`config.mk`:
```
export PLATFORM = sky130hd
export DESIGN_NAME = airs_top
export DESIGN_NICKNAME = d
export VERILOG_FILES = /design/src/airs_pkg.sv /design/src/airs_neg_decode.sv /design/src/airs_top.sv
export SDC_FILE = /design/constraint.sdc
export NUM_CORES = 1
export LEC_CHECK = 0
export BUFFER_PORTS_ARGS = -buffer_cell sky130_fd_sc_hd__buf_2
export CELL_PAD_IN_SITES_DETAIL_PLACEMENT = 1
export CELL_PAD_IN_SITES_GLOBAL_PLACEMENT = 2
export CORE_MARGIN = 5
export CORE_UTILIZATION = 28
export CTS_CLUSTER_SIZE = 25
export DETAILED_ROUTE_END_ITERATION = 7
export GPL_TIMING_DRIVEN = 0
export PLACE_DENSITY = 0.74
export SLEW_MARGIN = 15
export SYNTH_ARGS = -nofsm -noshare
export SYNTH_HDL_FRONTEND = slang
export SYNTH_SLANG_ARGS = --single-unit
```
`constraint.sdc`:
```
create_clock -name sys_clk -period 1.9 [get_ports sys_clk]
set_input_delay 0.19 -clock sys_clk [delete_from_list [all_inputs] [get_ports sys_clk]]
set_output_delay 0.19 -clock sys_clk [all_outputs]
set_load 0.02 [all_outputs]
```
`src/airs_pkg.sv`:
```
// package: register addresses, field positions, reset values and mux codes
package airs_pkg;
	localparam logic [7:0] SFR_NEG_SELECT = 8'hBA;
	localparam logic [7:0] SFR_REF_CONTROL = 8'hD1;
	localparam logic [7:0] NEG_SELECT_RESET = 8'h00;
	localparam logic [7:0] REF_CONTROL_RESET = 8'h00;
	localparam logic [7:0] NEG_SELECT_WMASK = 8'h3F;
	localparam logic [7:0] REF_CONTROL_WMASK = 8'h9F;
	localparam int NEG_FIELD_W = 6;
	localparam int BIT_BUF_DRIVE = 0;
	localparam int BIT_BIAS_EN = 1;
	localparam int BIT_TEMP_EN = 2;
	localparam int BIT_SOURCE_SEL = 3;
	localparam int BIT_REG_OVERRIDE = 4;
	localparam int BIT_GAIN_SEL = 7;
	localparam logic [5:0] NEG_CODE_VREF = 6'h1E;
	localparam logic [5:0] NEG_CODE_GND = 6'h1F;
	localparam logic [5:0] NEG_CODE_RSVD_LO = 6'h23;
	typedef enum logic [1:0] {
		AIRS_REF_VREF_PIN,
		AIRS_REF_SUPPLY,
		AIRS_REF_REGULATOR
	} airs_ref_src_t;
	typedef enum logic [1:0] {
		AIRS_NEG_PORT_PIN,
		AIRS_NEG_VREF,
		AIRS_NEG_GND,
		AIRS_NEG_RESERVED
	} airs_neg_kind_t;
endpackage

```
`src/airs_neg_decode.sv`:
```
// negative input decoder: code to pin index per package variant
`timescale 1ns/100ps
module airs_neg_decode
	import airs_pkg::*;
(
	input wire logic [5:0] code,
	input wire logic pkg_48pin,
	output airs_neg_kind_t kind,
	output logic [5:0] pin_index
);
	wire logic rsvd_32;
	wire logic rsvd_48;
	wire logic rsvd;
	// 32-pin parts end at code 0x14, 48-pin parts skip code 0x10
	assign rsvd_32 = (code > 6'h14) && (code != NEG_CODE_VREF) && (code != NEG_CODE_GND);
	assign rsvd_48 = (code == 6'h10) || (code >= NEG_CODE_RSVD_LO);
	assign rsvd = pkg_48pin ? rsvd_48 : rsvd_32;
	assign kind = (code == NEG_CODE_GND) ? AIRS_NEG_GND :
		(code == NEG_CODE_VREF) ? AIRS_NEG_VREF :
		rsvd ? AIRS_NEG_RESERVED : AIRS_NEG_PORT_PIN;
	assign pin_index = (kind == AIRS_NEG_PORT_PIN) ? code : 6'h00;
endmodule

```
`src/airs_top.sv`:
```
// ADC negative input select and reference control registers
`timescale 1ns/100ps
//
// Functional notes
// - negative select register at SFR 0xBA
// - bits 7:6 read zero, writes ignored
// - GND negative selects single-ended mode
// - source bit: 0 VREF pin, 1 supply
// - regulator override wins over source bit
// - peripheral requests enable bias automatically
// - bias enable is bit OR requests
// - gain bit picks buffer 1x or 2x
// - gain bit 0 means 2x, resets 0
// - buffer drive bit drives bandgap to pin
// - reference control resets zero, bits 6:5 zero
module airs_top
	import airs_pkg::*;
(
	input wire logic sys_clk,
	input wire logic rst,
	input wire logic [7:0] sfr_addr,
	input wire logic [7:0] sfr_wdata,
	input wire logic sfr_we,
	input wire logic sfr_re,
	output logic [7:0] sfr_rdata,
	output logic sfr_hit,
	input wire logic pkg_48pin,
	input wire logic bias_periph_req,
	output airs_neg_kind_t neg_kind,
	output logic [5:0] neg_pin_index,
	output logic single_ended,
	output airs_ref_src_t ref_source,
	output logic bias_gen_on,
	output logic ref_gain_2x,
	output logic ref_buffer_drive,
	output logic temp_sensor_on
);
	// ----------------------------------------
	// register file
	// ----------------------------------------
	logic [7:0] adc_neg_select;
	logic [7:0] reference_control;
	logic [7:0] read_mux;
	logic req_s1;
	logic req_s2;
	logic pkg_s1;
	logic pkg_s2;
	wire logic hit_neg;
	wire logic hit_ref;
	wire logic [7:0] next_adc_neg_select;
	wire logic [7:0] next_reference_control;
	airs_neg_kind_t dec_kind;
	logic [5:0] dec_pin;

	assign hit_neg = (sfr_addr == SFR_NEG_SELECT);
	assign hit_ref = (sfr_addr == SFR_REF_CONTROL);
	// one masking rule for both registers, so unused bits can never store a one
	function automatic logic [7:0] apply_wmask(input logic [7:0] data, input logic [7:0] mask);
		apply_wmask = data & mask;
	endfunction

	assign next_adc_neg_select = apply_wmask(sfr_wdata, NEG_SELECT_WMASK);
	assign next_reference_control = apply_wmask(sfr_wdata, REF_CONTROL_WMASK);

	always_ff @(posedge sys_clk or posedge rst)
	begin
		if (rst)
		begin
			adc_neg_select <= NEG_SELECT_RESET;
			reference_control <= REF_CONTROL_RESET;
		end
		else
		begin
			if (sfr_we && hit_neg)
				adc_neg_select <= next_adc_neg_select;
			if (sfr_we && hit_ref)
				reference_control <= next_reference_control;
		end
	end

	assign read_mux = hit_neg ? adc_neg_select : hit_ref ? reference_control : 8'h00;
	assign sfr_hit = hit_neg || hit_ref;

	always_ff @(posedge sys_clk or posedge rst)
	begin
		if (rst)
			sfr_rdata <= 8'h00;
		else if (sfr_re)
			sfr_rdata <= read_mux;
	end

	// ----------------------------------------
	// analog control decode
	// ----------------------------------------
	// peripheral request comes from analog domains, so resynchronise it
	always_ff @(posedge sys_clk or posedge rst)
	begin
		if (rst)
		begin
			req_s1 <= 1'b0;
			req_s2 <= 1'b0;
		end
		else
		begin
			req_s1 <= bias_periph_req;
			req_s2 <= req_s1;
		end
	end

	// the package strap is a pin too; limitation: for two cycles after reset
	// a 48-pin part decodes with the 32-pin table
	always_ff @(posedge sys_clk or posedge rst)
	begin
		if (rst)
		begin
			pkg_s1 <= 1'b0;
			pkg_s2 <= 1'b0;
		end
		else
		begin
			pkg_s1 <= pkg_48pin;
			pkg_s2 <= pkg_s1;
		end
	end

	airs_neg_decode airs_neg_decode_inst (
		.code(adc_neg_select[NEG_FIELD_W-1:0]),
		.pkg_48pin(pkg_s2),
		.kind(dec_kind),
		.pin_index(dec_pin)
	);

	assign neg_kind = dec_kind;
	assign neg_pin_index = dec_pin;
	assign single_ended = (dec_kind == AIRS_NEG_GND);
	// override takes priority over the source bit
	assign ref_source = reference_control[BIT_REG_OVERRIDE] ? AIRS_REF_REGULATOR :
		reference_control[BIT_SOURCE_SEL] ? AIRS_REF_SUPPLY : AIRS_REF_VREF_PIN;
	assign bias_gen_on = reference_control[BIT_BIAS_EN] || req_s2;
	assign ref_gain_2x = !reference_control[BIT_GAIN_SEL];
	// leaving the drive on wastes pin current; software turns it off when idle
	assign ref_buffer_drive = reference_control[BIT_BUF_DRIVE];
	assign temp_sensor_on = reference_control[BIT_TEMP_EN];
endmodule

```
# == Word-level counts from Yosys, hierarchy flattened ==
# Index checks and enable logic that the tools add are counted.
# W data, S select, Z words.
# op_classes
addsub,0
multipliers,0
div,0
n_lt_le_gt_ge,2
n_eq_ne,8
n_shift,0
mux,9
bitwise,0
reduce_logical,9
# ops
operator,count
$eq A6 B5 Y1 const B,3
$eq A8 B8 Y1 const B,2
$mux W8,2
$ne A6 B5 Y1 const B,2
$mux W2,4
$ge A6 B6 Y1 const B,1
$gt A6 B5 Y1 const B,1
$mux W6,1
$logic_and A1 B1 Y1,4
$logic_or A1 B1 Y1,3
$eq A2 B2 Y1 const B,1
$logic_not A2 Y1,1
$mux W1,2
$logic_not A1 Y1,1
# word_totals
reg_bits,24
latch_bits,0
mem_bits_rw,0
rom_bits,0
in_bits,22
output_inout_bits,24
wordCells,35
n_memories,0

# == Logic depth before layout (Yosys ltp) ==
# Gate-level depths: netlist of the first run.
# depth
ltp_word,9
mapped_depth,6

# == Hierarchy ==
# A second synthesis of the first run with hierarchy kept.
# hier_totals
cells_unflattened,105
hier_area_um2,1228.7
# modules_own_cells
module,instances,cells_each,area_per_inst_um2,seq_area_each_um2
airs_top,1,78,1042.2,575.6
airs_neg_decode,1,27,186.4,0.0

# == Least setup slack after synthesis of the first run ==
# OpenSTA, ideal clock, no wires.
# synth_path
path_kind,register to output
start,reg adc_neg_select[2]
end,out neg_pin_index[0]
arrival_ps,1346
required_ps,1710
setup_slack_ps,364
path_stages_with_launch,5
n_path_buf,0
cell_sequence,dfrtp_1 > nor4b_1 > a22oi_1 > a21oi_2 > and2_1
# synth_between
elab_chain_len,9
elab_cells_between_ends,16
# synth_lines
element,line,text
"start, declared",airs_top.sv:41,logic [7:0] adc_neg_select;
"start signal, assigned",airs_top.sv:75,adc_neg_select <= next_adc_neg_select;
$gt A6 B5 Y1 / $ne A6 B5 Y1 (equally long branches),airs_neg_decode.sv:15,assign rsvd_32 = (code > 6'h14) && (code != NEG_CODE_VREF) && (code != NEG_CODE_GND);
$logic_and A1 B1 Y1 (2 in a row),airs_neg_decode.sv:15,
$mux W1,airs_neg_decode.sv:17,assign rsvd = pkg_48pin ? rsvd_48 : rsvd_32;
$mux W2,airs_neg_decode.sv:20,rsvd ? AIRS_NEG_RESERVED : AIRS_NEG_PORT_PIN;
$mux W2,airs_neg_decode.sv:19,(code == NEG_CODE_VREF) ? AIRS_NEG_VREF :
$mux W2 (*),airs_neg_decode.sv:18,assign kind = (code == NEG_CODE_GND) ? AIRS_NEG_GND :
$logic_not A2 Y1 (*),airs_neg_decode.sv:21,assign pin_index = (kind == AIRS_NEG_PORT_PIN) ? code : 6'h00;
$mux W6 (*),airs_neg_decode.sv:21,
"end, declared",airs_top.sv:30,"output logic [5:0] neg_pin_index,"
# Every way passes the cells marked *; elsewhere a longest branch is shown, timed or not.

# == Final worst setup path of the first run ==
# layout_path
start,reg adc_neg_select[3]
end,out neg_pin_index[1]
# The elaborated chain is that of the path after synthesis.

==> impl_summary.log, run 1 <==
[metrics] number of flops mapped to enable cells by yosys: 0
[metrics] number of inserted diodes: 0
[metrics] net count after synthesis: 120
[metrics] capturing element type of the critical path: primary output
[metrics] P_leak: 0.773 nW
[metrics] TritonCTS clock tree: built
[metrics] Buf/Inv on CP: 1
[metrics] pin count of the biggest net entering global routing: 24
[metrics] minimum clock period: 1860 ps
[metrics] routed length per instance: 14.6 um
[metrics] number of routed nets with antenna violations: 0
[metrics] commonest non-fill, non-tap cell in the layout: sky130_fd_sc_hd__buf_2
[metrics] top flip-flop cell by instance count after synthesis: sky130_fd_sc_hd__dfrtp_1
[metrics] vertical extent of the die: 73.4 um
[metrics] unrepaired setup endpoints after global routing: true
[metrics] max-slew headroom at the worst pin: 0.439
[metrics] highest-delay cell along the critical path: sky130_fd_sc_hd__dfrtp_2
[metrics] Synth area leader: sky130_fd_sc_hd__dfrtp_1
[metrics] critical path data arrival time: 1670 ps
[metrics] vias in the first global route: 998
[metrics] total die area: 5390 um^2
[metrics] most frequent cells in the layout: sky130_fd_sc_hd__buf_2 (36), sky130_fd_sc_hd__dfrtp_1 (18), sky130_fd_sc_hd__inv_1 (11)
[metrics] deepest level of the CTS H-tree: 1
[metrics] average footprint of a synthesized cell: 11.5 um^2
[metrics] Yosys Warn Count: 0
[metrics] Seq/Total Area, Yosys: 0.511
[metrics] layout-stage area growth over the synthesis result: 37.1%
[metrics] fmax: 539 MHz
[metrics] core area: 3940 um^2
[metrics] Clk Tree Root Cell: sky130_fd_sc_hd__clkbuf_8
[metrics] clock skew after layout: 5.98 ps
[metrics] slew at the pin closest to its max-slew limit: 841 ps
[metrics] final weighted congestion in routability-driven placement: 0.703
[metrics] setup total negative slack: 0 ps
[metrics] worst-case setup margin in the final layout: 44.7 ps
[metrics] worst hold slack: 33.6 ps
[metrics] overall routing resource usage: 0.109
[metrics] Final HPWL DP: 2220 um
[metrics] kind of critical path: flip-flop to primary output
[metrics] DRC: 0
[metrics] maximum single-stage delay on the critical path: 480 ps
[metrics] VDD IR max: 200 uV
[metrics] initial core utilization: 0.286
[metrics] number of distinct library cell variants in the gate-level netlist after synthesis: 32
[metrics] startpoint of the worst-slack reg-to-reg timing path: adc_neg_select[2]
[metrics] via count of the routed design: 915
[metrics] setup violators final: 0
[metrics] cell count after synthesis: 98
[metrics] startpoint kind of the worst setup timing path: flip-flop
[metrics] post-synthesis async set-or-reset flop share: 1.00
[metrics] area share of the largest cell type after synthesis: 0.511
[metrics] worst r2r dst: sfr_rdata[2]
[metrics] Core Util, Final: 0.392
[metrics] hold path startpoint: bias_periph_req
[metrics] cell-by-cell trace of the critical path: nor4b_4, a22oi_2, a21oi_2, and2_1, buf_6
[metrics] IO buf count: 42
[metrics] initial antenna violation count: 0
[metrics] first-pass GRT wire length: 4570 um
[metrics] number of buffers created by CTS: 3
[metrics] count of TritonRoute iterations in the first routing pass: 4
[metrics] pwr/cell area: 617 nW/um^2
[metrics] ratio of routed vias to standard cells: 4.64
[metrics] Core Rows: 23
[metrics] final wirelength: 2870 um
[metrics] length in cells of the worst reg-to-reg path: 3
[metrics] required time at the endpoint of the critical path: 1710 ps
[metrics] result of the run: finished, final reports clean
[metrics] hold crit path type: primary input to flip-flop
[metrics] clock insertion delay at the later pin of the skew report: 260 ps
[metrics] post-synthesis sequential element count: 23
[metrics] capturing element of the worst setup path: neg_pin_index[1]
[metrics] top-level I/O count: 46
[metrics] total clock sinks: 23
[metrics] critical path depth in cells: 5
[metrics] top area cells in the synthesized netlist: sky130_fd_sc_hd__dfrtp_1 (51%), sky130_fd_sc_hd__mux2_4 (8.0%), sky130_fd_sc_hd__mux2_2 (6.0%), sky130_fd_sc_hd__a22oi_1 (4.0%), sky130_fd_sc_hd__inv_1 (3.7%)
[metrics] CP top delay family: flip-flops
[metrics] Tcrit/Tclk final: 0.976
[metrics] ratio of cells with drive above 1 in the final layout: 0.544
[metrics] global route overflow: 0
[metrics] synthesized area: 1130 um^2
[metrics] Iter 0 DRT Violations: 17
[metrics] final hold vios: 0
[metrics] launch point of the worst path: adc_neg_select[3]
[metrics] setup slack after placement: 159 ps
[metrics] clock transition time at the flip-flop clock pins of the worst setup and hold paths: 80 ps
[metrics] count of nets after finishing: 170
[metrics] Slew Limit Fails: 0
[metrics] Reg2Reg Setup Slack: 910 ps
[metrics] largest driver fanout on the critical path: 7
[metrics] die extent in x: 73.4 um
[metrics] count of max-cap constraint violations: 0
[metrics] CTS Buffer Depth: 2
[worst reg2reg max path: stages (launching register included)]
cell and delay, ps:
sky130_fd_sc_hd__dfrtp_2 460, sky130_fd_sc_hd__buf_4 160, sky130_fd_sc_hd__a22oi_1 150, sky130_fd_sc_hd__o22ai_1 90
[worst min-delay path by stage]
| stage | end | slack [ps] | cells after the start |
|---|---|---|---|
| floorplan | adc_neg_select[0] | 190 | 1 |
| global placement | req_s1 | 300 | 1 |
| detailed placement | pkg_s1 | 300 | 1 |
| CTS | pkg_s1 | 30 | 1 |
| global route | req_s1 | 20 | 1 |
| finish | req_s1 | 30 | 1 |
[power breakdown]
| group | internal, mW | switching, mW |
|---|---|---|
| clock | 0.146 | 0.141 |
| combinational | 0.0689 | 0.0681 |
| sequential | 0.507 | 0.0217 |
| total | 0.721 | 0.231 |
[layer usage]
metal,up-vias,GRT usage,part of all wire
li1,440,-,-
met5,-,0,0
met3,2,0.0219,0.081
met1,440,0.139,0.40
met4,0,0.0423,0.011
met2,33,0.180,0.51
[stage by stage]
stage / instance area [um^2] / power [mW] / cells
6_report: 1540 / 0.952 / 197
5_1_grt: 1540 / 1.01 / 197
4_1_cts: 1450 / 0.949 / 194
3_5_place_dp: 1400 / 0.655 / 190
3_3_place_gp: 1400 / 0.650 / 190
2_1_floorplan: 1130 / 0.603 / 98
[cell usage after synthesis (all sizes together) (2+ instances only)]
master / instances
mux2: 12
dfrtp: 23
and2: 5
inv: 11
o21ai: 2
a22oi: 6
nand2: 5
buf: 4
nor2: 4
nand4: 3
and3: 2
o22ai: 5
[flip-flops by register name, indices dropped and copies added, names as in the netlist]
name,cells
pkg_s2,1
sfr_rdata,7
reference_control,6
adc_neg_select,6
req_s1,1
req_s2,1
pkg_s1,1
[kinds of logic (layout without fill, tap and decap cells)]
group	Yosys count	in the layout	share of synthesized area
multiplexers	12	12	0.140
AND/OR/NAND/NOR	27	27	0.153
buffers and inverters	16	65	0.0733
other	1	1	0.00333
flip-flops	23	23	0.511
AO/OA/AOI/OAI	19	19	0.119
[repair_timing]
action                                 in CTS  in global routing
pin swaps                                   1                  5
endpoints found under the hold margin       0                  0
gates cloned                                0                  0
setup endpoints to repair                   6                  7
setup buffers                               0                  3
resized for setup                           3                 19
hold buffers                                0                  0
[final cells by class]
| cell class | count | area, um^2 |
|---|---|---|
| clock buffer | 3 | 41.3 |
| inverter | 11 | 41.3 |
| multi-input combinational | 59 | 504 |
| tap | 50 | 62.6 |
| timing repair buffer | 45 | 267 |
| clock inverter | 1 | 5.00 |
| buffer | 5 | 41.3 |
| sequential | 23 | 582 |
| fill | 458 | 2400 |
No activity file was read; power rests on OpenSTA's default activity.
==> run 2, diff against run 1 <==
--- a/config.mk
+++ b/config.mk
@@ -14,6 +14,7 @@
 export DETAILED_ROUTE_END_ITERATION = 7
 export GPL_TIMING_DRIVEN = 0
 export PLACE_DENSITY = 0.74
+export SETUP_SLACK_MARGIN = 0.05
 export SLEW_MARGIN = 15
 export SYNTH_ARGS = -nofsm -noshare
 export SYNTH_HDL_FRONTEND = slang
==> run 2 against run 1 <==
Effect of this change:
- design area grew 0.32%
- routed wire length is 0.77% higher
- via count up 0.77%
- worst setup slack gained 43 ps
- fmax is 2.4% higher
- critical endpoint unchanged
==> impl_summary.log, run 2 (synthesis results as in run 1) <==
[metrics] vias in the first global route: 1029 (was 998)
[metrics] Clk Tree Root Cell: sky130_fd_sc_hd__clkbuf_8 (unchanged)
[metrics] deepest level of the CTS H-tree: 1 (unchanged)
[metrics] clock skew after layout: 7.56 ps (was 5.98 ps)
[metrics] CTS Buffer Depth: 2 (unchanged)
[metrics] total area of multi-input combinational cells: 497 um^2 (was 504 um^2)
[metrics] length in cells of the worst reg-to-reg path: 2 (was 3)
[metrics] required time at the endpoint of the critical path: 1710 ps (about the same)
[metrics] core area: 3940 um^2 (unchanged)
[metrics] slew at the pin closest to its max-slew limit: 834 ps (was 841 ps)
[metrics] fmax: 552 MHz (was 539 MHz)
[metrics] total clock sinks: 23 (unchanged)
[metrics] clock insertion delay at the later pin of the skew report: 260 ps (about the same)
[metrics] first-pass GRT wire length: 4680 um (was 4570 um)
[metrics] largest register by flop count: sfr_rdata (unchanged)
[metrics] Largest regs: sfr_rdata: 7 flops, adc_neg_select: 6 flops, reference_control: 6 flops (unchanged)
[metrics] Slew Limit Fails: 0 (unchanged)
[metrics] via count of the routed design: 922 (was 915)
[metrics] hold crit path type: primary input to flip-flop (unchanged)
[metrics] count of max-cap constraint violations: 0 (unchanged)
[metrics] number of buffers created by CTS: 3 (unchanged)
[metrics] highest-delay cell along the critical path: sky130_fd_sc_hd__dfrtp_2 (unchanged)
[metrics] Buf/Inv on CP: 1 (unchanged)
[metrics] hold path cells: 1 (unchanged)
[metrics] most frequent cells in the layout: sky130_fd_sc_hd__buf_2 (37), sky130_fd_sc_hd__dfrtp_1 (18), sky130_fd_sc_hd__inv_1 (11) (was sky130_fd_sc_hd__buf_2 (36), sky130_fd_sc_hd__dfrtp_1 (18), sky130_fd_sc_hd__inv_1 (11))
[metrics] maximum single-stage delay on the critical path: 480 ps (about the same)
[metrics] top-level I/O count: 46 (unchanged)
[metrics] DRC: 0 (unchanged)
[metrics] storage element area: 582 um^2 (unchanged)
[metrics] commonest non-fill, non-tap cell in the layout: sky130_fd_sc_hd__buf_2 (unchanged)
[metrics] count of nets after finishing: 172 (was 170)
[metrics] final hold vios: 0 (unchanged)
[metrics] layout-stage area growth over the synthesis result: 37.6% (was 37.1%)
[metrics] Iter 0 DRT Violations: 13 (was 17)
[metrics] ratio of routed vias to standard cells: 4.63 (was 4.64)
[metrics] number of inserted diodes: 0 (unchanged)
[metrics] Tcrit/Tclk final: 0.954 (was 0.976)
[metrics] setup violators final: 0 (unchanged)
[metrics] capturing element type of the critical path: primary output (unchanged)
[metrics] critical path depth in cells: 5 (unchanged)
[metrics] Core Rows: 23 (unchanged)
[metrics] critical path data arrival time: 1620 ps (was 1670 ps)
[metrics] flip-flop count of the largest register, all copies and words added: 7 (unchanged)
[metrics] routed length per instance: 14.5 um (was 14.6 um)
[metrics] Core Util, Final: 0.393 (was 0.392)
[metrics] minimum clock period: 1810 ps (was 1860 ps)
[metrics] cell-by-cell trace of the critical path: a211oi_1, a22oi_2, a21oi_2, and2_1, buf_6 (was nor4b_4, a22oi_2, a21oi_2, and2_1, buf_6)
[metrics] global route overflow: 0 (unchanged)
[metrics] vertical extent of the die: 73.4 um (unchanged)
[metrics] max-slew headroom at the worst pin: 0.443 (was 0.439)
[metrics] setup total negative slack: 0 ps (unchanged)
[metrics] startpoint kind of the worst setup timing path: flip-flop (unchanged)
[metrics] initial core utilization: 0.286 (unchanged)
[metrics] overall routing resource usage: 0.111 (was 0.109)
[metrics] clock transition time at the flip-flop clock pins of the worst setup and hold paths: 80 ps (about the same)
[metrics] TritonCTS clock tree: built (unchanged)
[metrics] die extent in x: 73.4 um (unchanged)
[metrics] Final HPWL DP: 2220 um (unchanged)
[metrics] result of the run: finished, final reports clean (unchanged)
[metrics] kind of critical path: flip-flop to primary output (unchanged)
[metrics] total power: 0.956 mW (was 0.952 mW)
[metrics] largest driver fanout on the critical path: 8 (was 7)
[metrics] unrepaired setup endpoints after global routing: true (unchanged)
[metrics] initial antenna violation count: 0 (unchanged)
[metrics] final wirelength: 2890 um (was 2870 um)
[metrics] number of filler cells placed in the layout: 459 (was 458)
[metrics] VDD IR max: 203 uV (was 200 uV)
[metrics] P_leak: 0.779 nW (was 0.773 nW)
[metrics] count of TritonRoute iterations in the first routing pass: 4 (unchanged)
[metrics] final weighted congestion in routability-driven placement: 0.703 (unchanged)
[metrics] CP top delay family: compound AO/OA/AOI/OAI gates (was flip-flops)
[metrics] pin count of the biggest net entering global routing: 24 (unchanged)
[metrics] number of routed nets with antenna violations: 0 (unchanged)
[metrics] pwr/cell area: 617 nW/um^2 (about the same)
[metrics] total die area: 5390 um^2 (unchanged)
[metrics] ratio of cells with drive above 1 in the final layout: 0.544 (about the same)
[metrics] IO buf count: 42 (unchanged)
run 2: final timing paths:
kind                                    from           endpoint  slack, ps
setup reg to reg           adc_neg_select[3]  adc_neg_select[3]        920
hold / removal               bias_periph_req             req_s1         30
max in group asynchronous                rst  adc_neg_select[2]       1240
setup / recovery           adc_neg_select[4]   neg_pin_index[1]         90
min in group asynchronous                rst       sfr_rdata[3]         90
hold reg to reg                       pkg_s1             pkg_s2        350
run 2: report_power, final:
part	internal, mW	leakage [nW]	switching, mW
logic	0.0698	0.452	0.0686
clock network	0.146	0.0255	0.144
registers	0.507	0.302	0.0207
total	0.722	0.779	0.233
run 2: cell type report:
type / count / share of cell area
clock buffer: 3 / 0.0267
buffer: 5 / 0.0267
clock inverter: 1 / 0.00323
inverter: 11 / 0.0267
sequential: 23 / 0.376
timing repair buffer: 47 / 0.180
tap: 50 / 0.0404
multi-input combinational: 59 / 0.321
run 2: per-layer routing:
layer,track usage,part of all wire
met3,0.0219,0.073
met4,0.0423,0.011
met2,0.195,0.52
met5,0,0
met1,0.133,0.40
run 2: timing repair:
item,CTS,global route
pin swaps,2,2
buffers inserted,4,1
hold buffers,0,0
endpoints found under the setup margin,7,7
gates resized for setup,7,13
run 2: metrics by stage:
stage          hold WS [ps]  cell area [um^2]  setup WS [ps]  cells
2_1_floorplan           192              1130            364     98
3_3_place_gp            298              1400            207    190
3_5_place_dp            299              1400            159    190
4_1_cts                28.6              1500           61.0    198
5_1_grt                16.5              1550          -55.4    199
6_report               32.5              1550           88.0    199
